==> src/csr_pkg.sv <==
// Purpose: shared constants and types for the core status register set
// Assumes: one clock, synchronous active low reset
// Notes:   byte offsets are direct addresses in the upper half of the map
package csr_pkg;

  localparam logic [7:0] CSR_ADDR_STACK   = 8'h81;
  localparam logic [7:0] CSR_ADDR_IDX_LO  = 8'h82;
  localparam logic [7:0] CSR_ADDR_IDX_HI  = 8'h83;
  localparam logic [7:0] CSR_ADDR_STATUS  = 8'hd0;
  localparam logic [7:0] CSR_ADDR_WORK    = 8'he0;
  localparam logic [7:0] CSR_ADDR_AUX     = 8'hf0;

  localparam logic [7:0] CSR_RST_STACK    = 8'h07;
  localparam logic [7:0] CSR_RST_IDX      = 8'h00;
  localparam logic [7:0] CSR_RST_STATUS   = 8'h00;
  localparam logic [7:0] CSR_RST_WORK     = 8'h00;
  localparam logic [7:0] CSR_RST_AUX      = 8'h00;

  // status word bit positions
  localparam int CSR_B_CARRY  = 7;
  localparam int CSR_B_HALF   = 6;
  localparam int CSR_B_USER   = 5;
  localparam int CSR_B_BANK_H = 4;
  localparam int CSR_B_BANK_L = 3;
  localparam int CSR_B_RANGE  = 2;
  localparam int CSR_B_PARITY = 0;

  // bits that firmware may change; bit 1 unused, parity owned by hardware
  localparam logic [7:0] CSR_STATUS_WMASK = 8'hfc;

  // direct addresses from here up select the special-function space
  localparam logic [7:0] CSR_SFR_BASE     = 8'h80;

  typedef enum logic [2:0] {
    CSR_OP_NONE,
    CSR_OP_ADD,
    CSR_OP_ADDC,
    CSR_OP_SUBB,
    CSR_OP_MUL,
    CSR_OP_DIV
  } csr_op_t;

endpackage : csr_pkg

==> src/csr_arith_unit.sv <==
// Purpose: arithmetic results and flag values for one datapath operation
// Assumes: purely combinational, read by the register set on the same clock
// Notes:   divide by zero leaves both operands unchanged
`timescale 1ns/1ps
module csr_arith_unit
  import csr_pkg::*;
(
  input  wire csr_op_t    op_in,
  input  wire logic [7:0] work_in,
  input  wire logic [7:0] src_in,
  input  wire logic [7:0] aux_in,
  input  wire logic       carry_in,
  output logic [7:0]      work_res_out,
  output logic [7:0]      aux_res_out,
  output logic            carry_out,
  output logic            half_out,
  output logic            range_out,
  output logic            upd_half_out,
  output logic            upd_other_out
);

  logic [8:0]  sum9;
  logic [4:0]  nib5;
  logic [15:0] prod;
  logic        cin;

  always_comb begin
    cin           = (op_in == CSR_OP_NONE || op_in == CSR_OP_ADD) ? 1'b0
                                                                  : carry_in;
    sum9          = 9'h000;
    nib5          = 5'h00;
    prod          = 16'(work_in) * 16'(aux_in);
    work_res_out  = work_in;
    aux_res_out   = aux_in;
    carry_out     = 1'b0;
    half_out      = 1'b0;
    range_out     = 1'b0;
    upd_half_out  = 1'b0;
    upd_other_out = 1'b1;
    unique case (op_in)
      CSR_OP_ADD, CSR_OP_ADDC: begin
        sum9         = {1'b0, work_in} + {1'b0, src_in} + {8'h00, cin};
        nib5         = {1'b0, work_in[3:0]} + {1'b0, src_in[3:0]}
                       + {4'h0, cin};
        work_res_out = sum9[7:0];
        carry_out    = sum9[8];                     // see [RULE7]
        half_out     = nib5[4];                     // see [RULE8]
        upd_half_out = 1'b1;
        range_out    = (work_in[7] == src_in[7])
                       && (sum9[7] != work_in[7]);  // see [RULE11]
      end
      CSR_OP_SUBB: begin
        sum9         = {1'b0, work_in} - {1'b0, src_in} - {8'h00, cin};
        nib5         = {1'b0, work_in[3:0]} - {1'b0, src_in[3:0]}
                       - {4'h0, cin};
        work_res_out = sum9[7:0];
        carry_out    = sum9[8];                     // see [RULE7]
        half_out     = nib5[4];                     // see [RULE8]
        upd_half_out = 1'b1;
        range_out    = (work_in[7] != src_in[7])
                       && (sum9[7] != work_in[7]);  // see [RULE11]
      end
      CSR_OP_MUL: begin
        work_res_out = prod[7:0];                   // see [RULE5]
        aux_res_out  = prod[15:8];
        range_out    = |prod[15:8];                 // see [RULE11]
      end
      CSR_OP_DIV: begin
        if (aux_in == 8'h00) begin
          range_out = 1'b1;                         // see [RULE11]
        end else begin
          work_res_out = work_in / aux_in;          // see [RULE5]
          aux_res_out  = work_in % aux_in;
        end
      end
      CSR_OP_NONE: begin
        upd_other_out = 1'b0;
      end
      default: begin
        upd_other_out = 1'b0;
      end
    endcase
  end

endmodule : csr_arith_unit

==> src/csr_core_regs.sv <==
// Purpose: core special-function registers with datapath and firmware access
// Assumes: one clock, synchronous active low reset, requests from core logic
// Notes:   byte and bit reads answer one cycle after the request
//
// How it works
// [RULE1] firmware stays off unimplemented addresses; they read zero, no hit
// [RULE2] stack pointer is eight bits and resets to 07h
// [RULE3] firmware may write any value to the stack pointer
// [RULE4] index pointer is high and low byte, also loaded as sixteen bits
// [RULE5] aux register holds multiply and divide operands and results
// [RULE6] work register sits at e0h and resets to zero
// [RULE7] carry is set on carry or borrow, cleared otherwise
// [RULE8] half carry follows the low nibble carry or borrow
// [RULE9] user flag at bit 5 is touched only by firmware
// [RULE10] two bank bits select register bank base 00h, 08h, 10h or 18h
// [RULE11] range error on signed overflow, big product or divide by zero
// [RULE12] parity bit tracks odd ones in the work register every cycle
// [RULE13] status word is bit addressable, bit 1 unused
// [RULE14] status word resets to all zeros
// [RULE15] direct upper addresses hit registers, indirect go to upper ram
// [RULE16] registers at addresses ending 0h or 8h are bit addressable
// [RULE17] push increments before writing, pop reads before decrementing
`timescale 1ns/1ps
module csr_core_regs
  import csr_pkg::*;
(
  input  wire logic        clk_in,
  input  wire logic        nrst_in,
  // byte access on the internal address
  input  wire logic [7:0]  addr_in,
  input  wire logic        indirect_in,
  input  wire logic        rd_in,
  input  wire logic        wr_in,
  input  wire logic [7:0]  wdata_in,
  // bit access
  input  wire logic [7:0]  bit_addr_in,
  input  wire logic        bit_rd_in,
  input  wire logic        bit_wr_in,
  input  wire logic        bit_wdata_in,
  // datapath
  input  wire csr_op_t     op_in,
  input  wire logic [7:0]  op_src_in,
  input  wire logic        work_ld_in,
  input  wire logic [7:0]  work_ld_data_in,
  input  wire logic        push_in,
  input  wire logic        pop_in,
  input  wire logic        index_ld_in,
  input  wire logic [15:0] index_ld_data_in,
  input  wire logic        index_inc_in,
  // results
  output logic [7:0]       rdata_out,
  output logic             rdata_bit_out,
  output logic             sfr_hit_out,
  output logic             upper_ram_sel_out,
  output logic [7:0]       work_out,
  output logic [7:0]       aux_out,
  output logic [7:0]       stack_ptr_out,
  output logic [15:0]      mem_index_out,
  output logic [7:0]       status_word_out,
  output logic [7:0]       bank_base_out
);

  logic [7:0] work_q, work_d, aux_q, aux_d, sp_q, sp_d;
  logic [7:0] lo_q, lo_d, hi_q, hi_d, st_q, st_d;
  logic [7:0] rdata_q, rdata_d, base_q, base_d;
  logic       rbit_q, rbit_d, hit_q, hit_d, upper_q, upper_d;
  logic [7:0] a_res, b_res;
  logic       a_cy, a_half, a_range, a_upd_half, a_upd;
  logic       direct_sfr, byte_rd_ok;
  logic [7:0] bit_byte, rd_byte, cur_bit_byte;
  logic [15:0] idx_inc;

  csr_arith_unit u_arith (
    .op_in         (op_in),
    .work_in       (work_q),
    .src_in        (op_src_in),
    .aux_in        (aux_q),
    .carry_in      (st_q[CSR_B_CARRY]),
    .work_res_out  (a_res),
    .aux_res_out   (b_res),
    .carry_out     (a_cy),
    .half_out      (a_half),
    .range_out     (a_range),
    .upd_half_out  (a_upd_half),
    .upd_other_out (a_upd)
  );

  ////////////////////////////////////////////////////////////////////////////
  // read decode

  function automatic logic [7:0] csr_sel(input logic [7:0] a,
                                          input logic [7:0] wk,
                                          input logic [7:0] ax,
                                          input logic [7:0] sp,
                                          input logic [7:0] lo,
                                          input logic [7:0] hi,
                                          input logic [7:0] st);
    logic [7:0] v;
    v = 8'h00;
    unique case (a)
      CSR_ADDR_STACK:  v = sp;
      CSR_ADDR_IDX_LO: v = lo;
      CSR_ADDR_IDX_HI: v = hi;
      CSR_ADDR_STATUS: v = st;
      CSR_ADDR_WORK:   v = wk;
      CSR_ADDR_AUX:    v = ax;
      default:         v = 8'h00;          // see [RULE1]
    endcase
    return v;
  endfunction : csr_sel

  function automatic logic csr_known(input logic [7:0] a);
    return a == CSR_ADDR_STACK || a == CSR_ADDR_IDX_LO
        || a == CSR_ADDR_IDX_HI || a == CSR_ADDR_STATUS
        || a == CSR_ADDR_WORK || a == CSR_ADDR_AUX;
  endfunction : csr_known

  ////////////////////////////////////////////////////////////////////////////
  // next state

  always_comb begin
    work_d  = work_q;
    aux_d   = aux_q;
    sp_d    = sp_q;
    lo_d    = lo_q;
    hi_d    = hi_q;
    st_d    = st_q;
    idx_inc = {hi_q, lo_q} + 16'h0001;
    direct_sfr = !indirect_in && (addr_in >= CSR_SFR_BASE);   // see [RULE15]
    upper_d = (rd_in || wr_in) && indirect_in
              && (addr_in >= CSR_SFR_BASE);                   // see [RULE15]
    byte_rd_ok = rd_in && direct_sfr && csr_known(addr_in);
    rd_byte = csr_sel(addr_in, work_q, aux_q, sp_q, lo_q, hi_q, st_q);
    rdata_d = byte_rd_ok ? rd_byte : 8'h00;
    // bit address maps to the byte ending 0h or 8h
    bit_byte = {bit_addr_in[7:3], 3'b000};                    // see [RULE16]
    cur_bit_byte = csr_sel(bit_byte, work_q, aux_q, sp_q, lo_q, hi_q, st_q);
    rbit_d  = bit_rd_in && bit_addr_in[7] && csr_known(bit_byte)
              && cur_bit_byte[bit_addr_in[2:0]];
    hit_d   = byte_rd_ok || (wr_in && direct_sfr && csr_known(addr_in))
              || ((bit_rd_in || bit_wr_in) && bit_addr_in[7]
                  && csr_known(bit_byte));

    // datapath
    if (work_ld_in) begin
      work_d = work_ld_data_in;
    end
    if (a_upd) begin
      work_d = a_res;
      aux_d  = b_res;                                          // see [RULE5]
      st_d[CSR_B_CARRY] = a_cy;                                // see [RULE7]
      st_d[CSR_B_RANGE] = a_range;                             // see [RULE11]
      if (a_upd_half) begin
        st_d[CSR_B_HALF] = a_half;                             // see [RULE8]
      end
    end
    if (push_in && !pop_in) begin
      sp_d = sp_q + 8'h01;                                     // see [RULE17]
    end else if (pop_in && !push_in) begin
      sp_d = sp_q - 8'h01;                                     // see [RULE17]
    end
    if (index_ld_in) begin
      {hi_d, lo_d} = index_ld_data_in;                         // see [RULE4]
    end else if (index_inc_in) begin
      {hi_d, lo_d} = idx_inc;                                  // see [RULE4]
    end

    // firmware byte write, applied after the datapath
    if (wr_in && direct_sfr) begin
      unique case (addr_in)
        CSR_ADDR_STACK:  sp_d   = wdata_in;                    // see [RULE3]
        CSR_ADDR_IDX_LO: lo_d   = wdata_in;                    // see [RULE4]
        CSR_ADDR_IDX_HI: hi_d   = wdata_in;                    // see [RULE4]
        CSR_ADDR_STATUS: st_d   = (wdata_in & CSR_STATUS_WMASK)
                                  | (st_d & ~CSR_STATUS_WMASK);
        CSR_ADDR_WORK:   work_d = wdata_in;                    // see [RULE6]
        CSR_ADDR_AUX:    aux_d  = wdata_in;                    // see [RULE5]
        default:         ;                                     // see [RULE1]
      endcase
    end

    // firmware bit write
    if (bit_wr_in && bit_addr_in[7]) begin
      unique case (bit_byte)
        CSR_ADDR_STATUS: begin
          if (CSR_STATUS_WMASK[bit_addr_in[2:0]]) begin
            st_d[bit_addr_in[2:0]] = bit_wdata_in;             // see [RULE13]
          end
        end
        CSR_ADDR_WORK: work_d[bit_addr_in[2:0]] = bit_wdata_in;
        CSR_ADDR_AUX:  aux_d[bit_addr_in[2:0]]  = bit_wdata_in;
        default:       ;
      endcase
    end

    // unused bit stays zero; parity follows the new work value
    st_d[1] = 1'b0;                                            // see [RULE13]
    st_d[CSR_B_PARITY] = ^work_d;                              // see [RULE12]
    // user flag only changes through the firmware paths above, see [RULE9]
    base_d = {3'b000, st_d[CSR_B_BANK_H], st_d[CSR_B_BANK_L],
              3'b000};                                         // see [RULE10]
  end

  ////////////////////////////////////////////////////////////////////////////
  // registers

  always_ff @(posedge clk_in) begin
    if (!nrst_in) begin
      work_q  <= CSR_RST_WORK;                                 // see [RULE6]
      aux_q   <= CSR_RST_AUX;
      sp_q    <= CSR_RST_STACK;                                // see [RULE2]
      lo_q    <= CSR_RST_IDX;
      hi_q    <= CSR_RST_IDX;
      st_q    <= CSR_RST_STATUS;                               // see [RULE14]
      rdata_q <= 8'h00;
      rbit_q  <= 1'b0;
      hit_q   <= 1'b0;
      upper_q <= 1'b0;
      base_q  <= 8'h00;
    end else begin
      work_q  <= work_d;
      aux_q   <= aux_d;
      sp_q    <= sp_d;
      lo_q    <= lo_d;
      hi_q    <= hi_d;
      st_q    <= st_d;
      rdata_q <= rdata_d;
      rbit_q  <= rbit_d;
      hit_q   <= hit_d;
      upper_q <= upper_d;
      base_q  <= base_d;
    end
  end

  assign rdata_out         = rdata_q;
  assign rdata_bit_out     = rbit_q;
  assign sfr_hit_out       = hit_q;
  assign upper_ram_sel_out = upper_q;
  assign work_out          = work_q;
  assign aux_out           = aux_q;
  assign stack_ptr_out     = sp_q;
  assign mem_index_out     = {hi_q, lo_q};
  assign status_word_out   = st_q;
  assign bank_base_out     = base_q;

endmodule : csr_core_regs

==> config.mk <==
export PLATFORM = sky130hd
export DESIGN_NAME = csr_core_regs
export DESIGN_NICKNAME = d
export VERILOG_FILES = /design/src/csr_pkg.sv /design/src/csr_arith_unit.sv /design/src/csr_core_regs.sv
export SDC_FILE = /design/constraint.sdc
export NUM_CORES = 1
export LEC_CHECK = 0
export BUFFER_PORTS_ARGS = -buffer_cell sky130_fd_sc_hd__buf_2
export CAP_MARGIN = 20
export CORE_MARGIN = 5
export CORE_UTILIZATION = 54
export DETAILED_ROUTE_END_ITERATION = 7
export GPL_ROUTABILITY_DRIVEN = 1
export PLACE_DENSITY = 0.78
export RECOVER_POWER = 100
export SYNTH_ARGS = -nofsm -noshare
export SYNTH_HDL_FRONTEND = slang
export SYNTH_SLANG_ARGS = --single-unit
==> constraint.sdc <==
create_clock -name clk_in -period 11.04 [get_ports clk_in]
set_input_delay 2.208 -clock clk_in [delete_from_list [all_inputs] [get_ports clk_in]]
set_output_delay 2.208 -clock clk_in [all_outputs]
set_load 0.02 [all_outputs]
==> results.toml <==
[routing]
via_count = 10459
wl_mm = 33.92
first_pass_iters = 6
drtIter0Drc = 1139
routed_via_density = 6.444
antenna_left = 0
route.detailed.drc = 0
wl_per_cell_um = 20.90

[critical_path]
path_max_fanout = 5
rr_endpoint = "status_word_out[0]$_SDFF_PN0_"
r2r_slack_ps = 2
reg2regPathDepth = 52
worst_path_max_delay_cell = "or4_4"
required_ps = 11310
max_stage_delay_ps = 560
r2r-start = "aux_out[5]$_SDFF_PN0_"
cp_data_arrival_time_ps = 11310
critPathKind = "flip-flop to flip-flop"
cpMostUsedCell = "ha_4"
crit_path_start_kind = "flip-flop"
end_kind = "flip-flop"

[yosys]
postSynthCellCount = 1245
synth_edf_count = 0
synthArstFlopShare_pct = 0
synth_area_per_cell_um2 = 7.492
synth-compound-area-share_pct = 23.25
synthFlopType = "dfxtp_1"
synth.yosys.warnings = 0
synth_top_family_by_area = "compound AO/OA/AOI/OAI gates"
synth-adder-area-share_pct = 22.35
syn_area_mm2 = 0.009328
synth-simple-area-share_pct = 22.94
synth_top_area_share_pct = 13.55
ys_top_cells_by_area = "ha_1 14%, dfxtp_1 12%, fa_1 8.8%"
synth-xor-area-share_pct = 5.634
yosys.area.top_type = "ha_1"
ys_types = 82
synth.area.mux_share_pct = 6.103
ys_ff_latch = 58
seq_area_frac_synth_pct = 12.45

[sta]
drv_slew = 0
rsz0062_at_grt = "yes"
fmax_mhz = 90.60
setup_viol = 0
fin_crit_ps = 11040
post-route-period-util_pct = 99.98
worst_clock_skew_ps = 9.619
relSlewSlack_pct = 26.01
fin_setup_tns_ps = 0
finalHoldViolCount = 0
holdWs_ps = 678.5
worst_slew_pin_slew_ps = 1110

[final_layout]
layout_common_cells = "153 x nor2_1, 98 x nand2_1, 91 x buf_2"
final_common_cell = "nor2_1"
fin_util_pct = 66.19
multi_input_area_mm2 = 0.008033
syn2layout_area_growth_pct = 21.46
register_area_mm2 = 0.001161
layout-drive-gt1-share_pct = 20.26
nNetsFinal = 1606
final_area_mm2 = 0.01133
fillers = 1448

[clocking]
clock_latency_ps = 330
cts_sinks = 58
htree_levels = 3
cts_root_buf = "clkbuf_16"
holdBufCountCts = 0
cts-buffers-inserted = 9
cts_tree = "yes"
cts.reportedPaths.clkPinSlew_ps = 50
clock_path_buffers = 2

[floorplanning]
core_area_mm2 = 0.01712
die_w_um = 141.4
die_area_mm2 = 0.02000
io_pins = 139
start_util_pct = 54.50
placementRows = 48
dieHeight_um = 141.4

[global_routing]
grt_usage_pct = 32.33
grt_pass1_vias = 9811
grt_pass1_wl_mm = 52.03
grt_overflow = 0
grt_antenna_before_repair = 0
grt_max_degree = 35

[place]
dp_hpwl_mm = 24.98
io_buffers = 131
place.gp.congestion = 1.026
dpl_cell_area_mm2 = 0.01039

[min_path]
whs_endpoint = "rdata_out[5]$_SDFF_PN0_"
hold_path_depth = 2
hold_path_startpoint = "lo_q[5]$_SDFF_PN0_"
hp-class = "flip-flop to flip-flop"

[job]
drv_cap = 0

[run_status]
status = "finished clean"
==> stage by stage <==
step                worst slack, ps  cells
floorplan                     45.29   1251
global placement              80.95   1584
detailed placement           -356.9   1584
CTS                           3.710   1608
global route                 -498.0   1622
finish                        2.104   1623
==> worst max-delay path: cells and delay by family, from the launching register on <==
| family | cells | cell delay (ps) |
|---|---|---|
| flip-flops | 1 | 310 |
| AND/OR/NAND/NOR | 12 | 2370 |
| multiplexers | 5 | 1580 |
| adder cells (fa/ha/maj) | 7 | 1800 |
| buffers and inverters | 7 | 930 |
| AO/OA/AOI/OAI | 20 | 3780 |
| XOR/XNOR | 1 | 190 |
==> metal layers <==
metal / global-route usage, % / wire length, um / up-vias / part of all wire (%)
met5: 0 / 0 / - / 0
met4: 14.19 / 1804 / 0 / 5.3
met3: 7.213 / 3518 / 142 / 10
met2: 49.99 / 15100 / 632 / 45
met1: 43.40 / 13500 / 4925 / 40
li1: - / - / 4760 / -
==> area by class of cell <==
class / count / area share, %
repair buffers: 205 / 10.31
multi-input cells: 1024 / 70.90
flip-flops and latches: 58 / 10.25
well taps: 225 / 2.485
inverters: 94 / 3.114
clock inverters: 4 / 0.6516
clock buffers: 12 / 2.264
diodes: 1 / 0.02209
==> synthesized netlist by cell type, types with 12 or more instances <==
library cell	n
o21a_1	21
mux2_2	19
fa_1	41
ha_1	101
nor2_1	155
mux2i_1	31
nand2b_1	12
inv_1	88
xnor2_1	31
a31oi_1	12
or3_1	12
nand3_1	31
dfxtp_1	58
a221oi_1	17
nor2b_1	12
clkbuf_1	60
xor2_1	29
o21ai_0	61
nor3_1	41
a21oi_1	85
a211oi_1	13
nand2_1	99
a21o_1	15
==> how the worst max path moves through the flow <==
stage                          start                            end  slack (ps)  cells after the start
3_5_place_dp   aux_out[7]$_SDFF_PN0_  status_word_out[0]$_SDFF_PN0_        -360                     47
4_1_cts        aux_out[7]$_SDFF_PN0_  status_word_out[0]$_SDFF_PN0_           4                     51
2_1_floorplan  aux_out[7]$_SDFF_PN0_  status_word_out[0]$_SDFF_PN0_          50                     48
6_report       aux_out[5]$_SDFF_PN0_  status_word_out[0]$_SDFF_PN0_           2                     52
5_1_grt        aux_out[5]$_SDFF_PN0_  status_word_out[0]$_SDFF_PN0_        -500                     54
3_3_place_gp   aux_out[7]$_SDFF_PN0_  status_word_out[0]$_SDFF_PN0_          80                     47
==> logic make-up after synthesis <==
family                     Yosys count
xor gates and xnor gates            60
other                                1
and+or+nand+nor                    442
AOI/OAI and AO/OA                  320
DFF                                 58
muxes                               53
adders and majority gates          142
buffers and inverters              169
==> registers in the layout, indices dropped and copies added, names as in the netlist <==
register / count
aux_out: 8
rdata_bit_out: 1
status_word_out: 7
lo_q: 8
stack_ptr_out: 8
rdata_out: 8
hi_q: 8
work_out: 8
sfr_hit_out: 1
upper_ram_sel_out: 1
==> what timing repair did <==
action,CTS,global route
resized for setup,29,57
pin swaps,10,26
gates cloned,1,0
setup endpoints to repair,7,9
hold endpoints to repair,0,0
buffers inserted,7,14
Power is not shown: default switching activity piles up to over one toggle a cycle in this logic, so the estimate is an artifact.
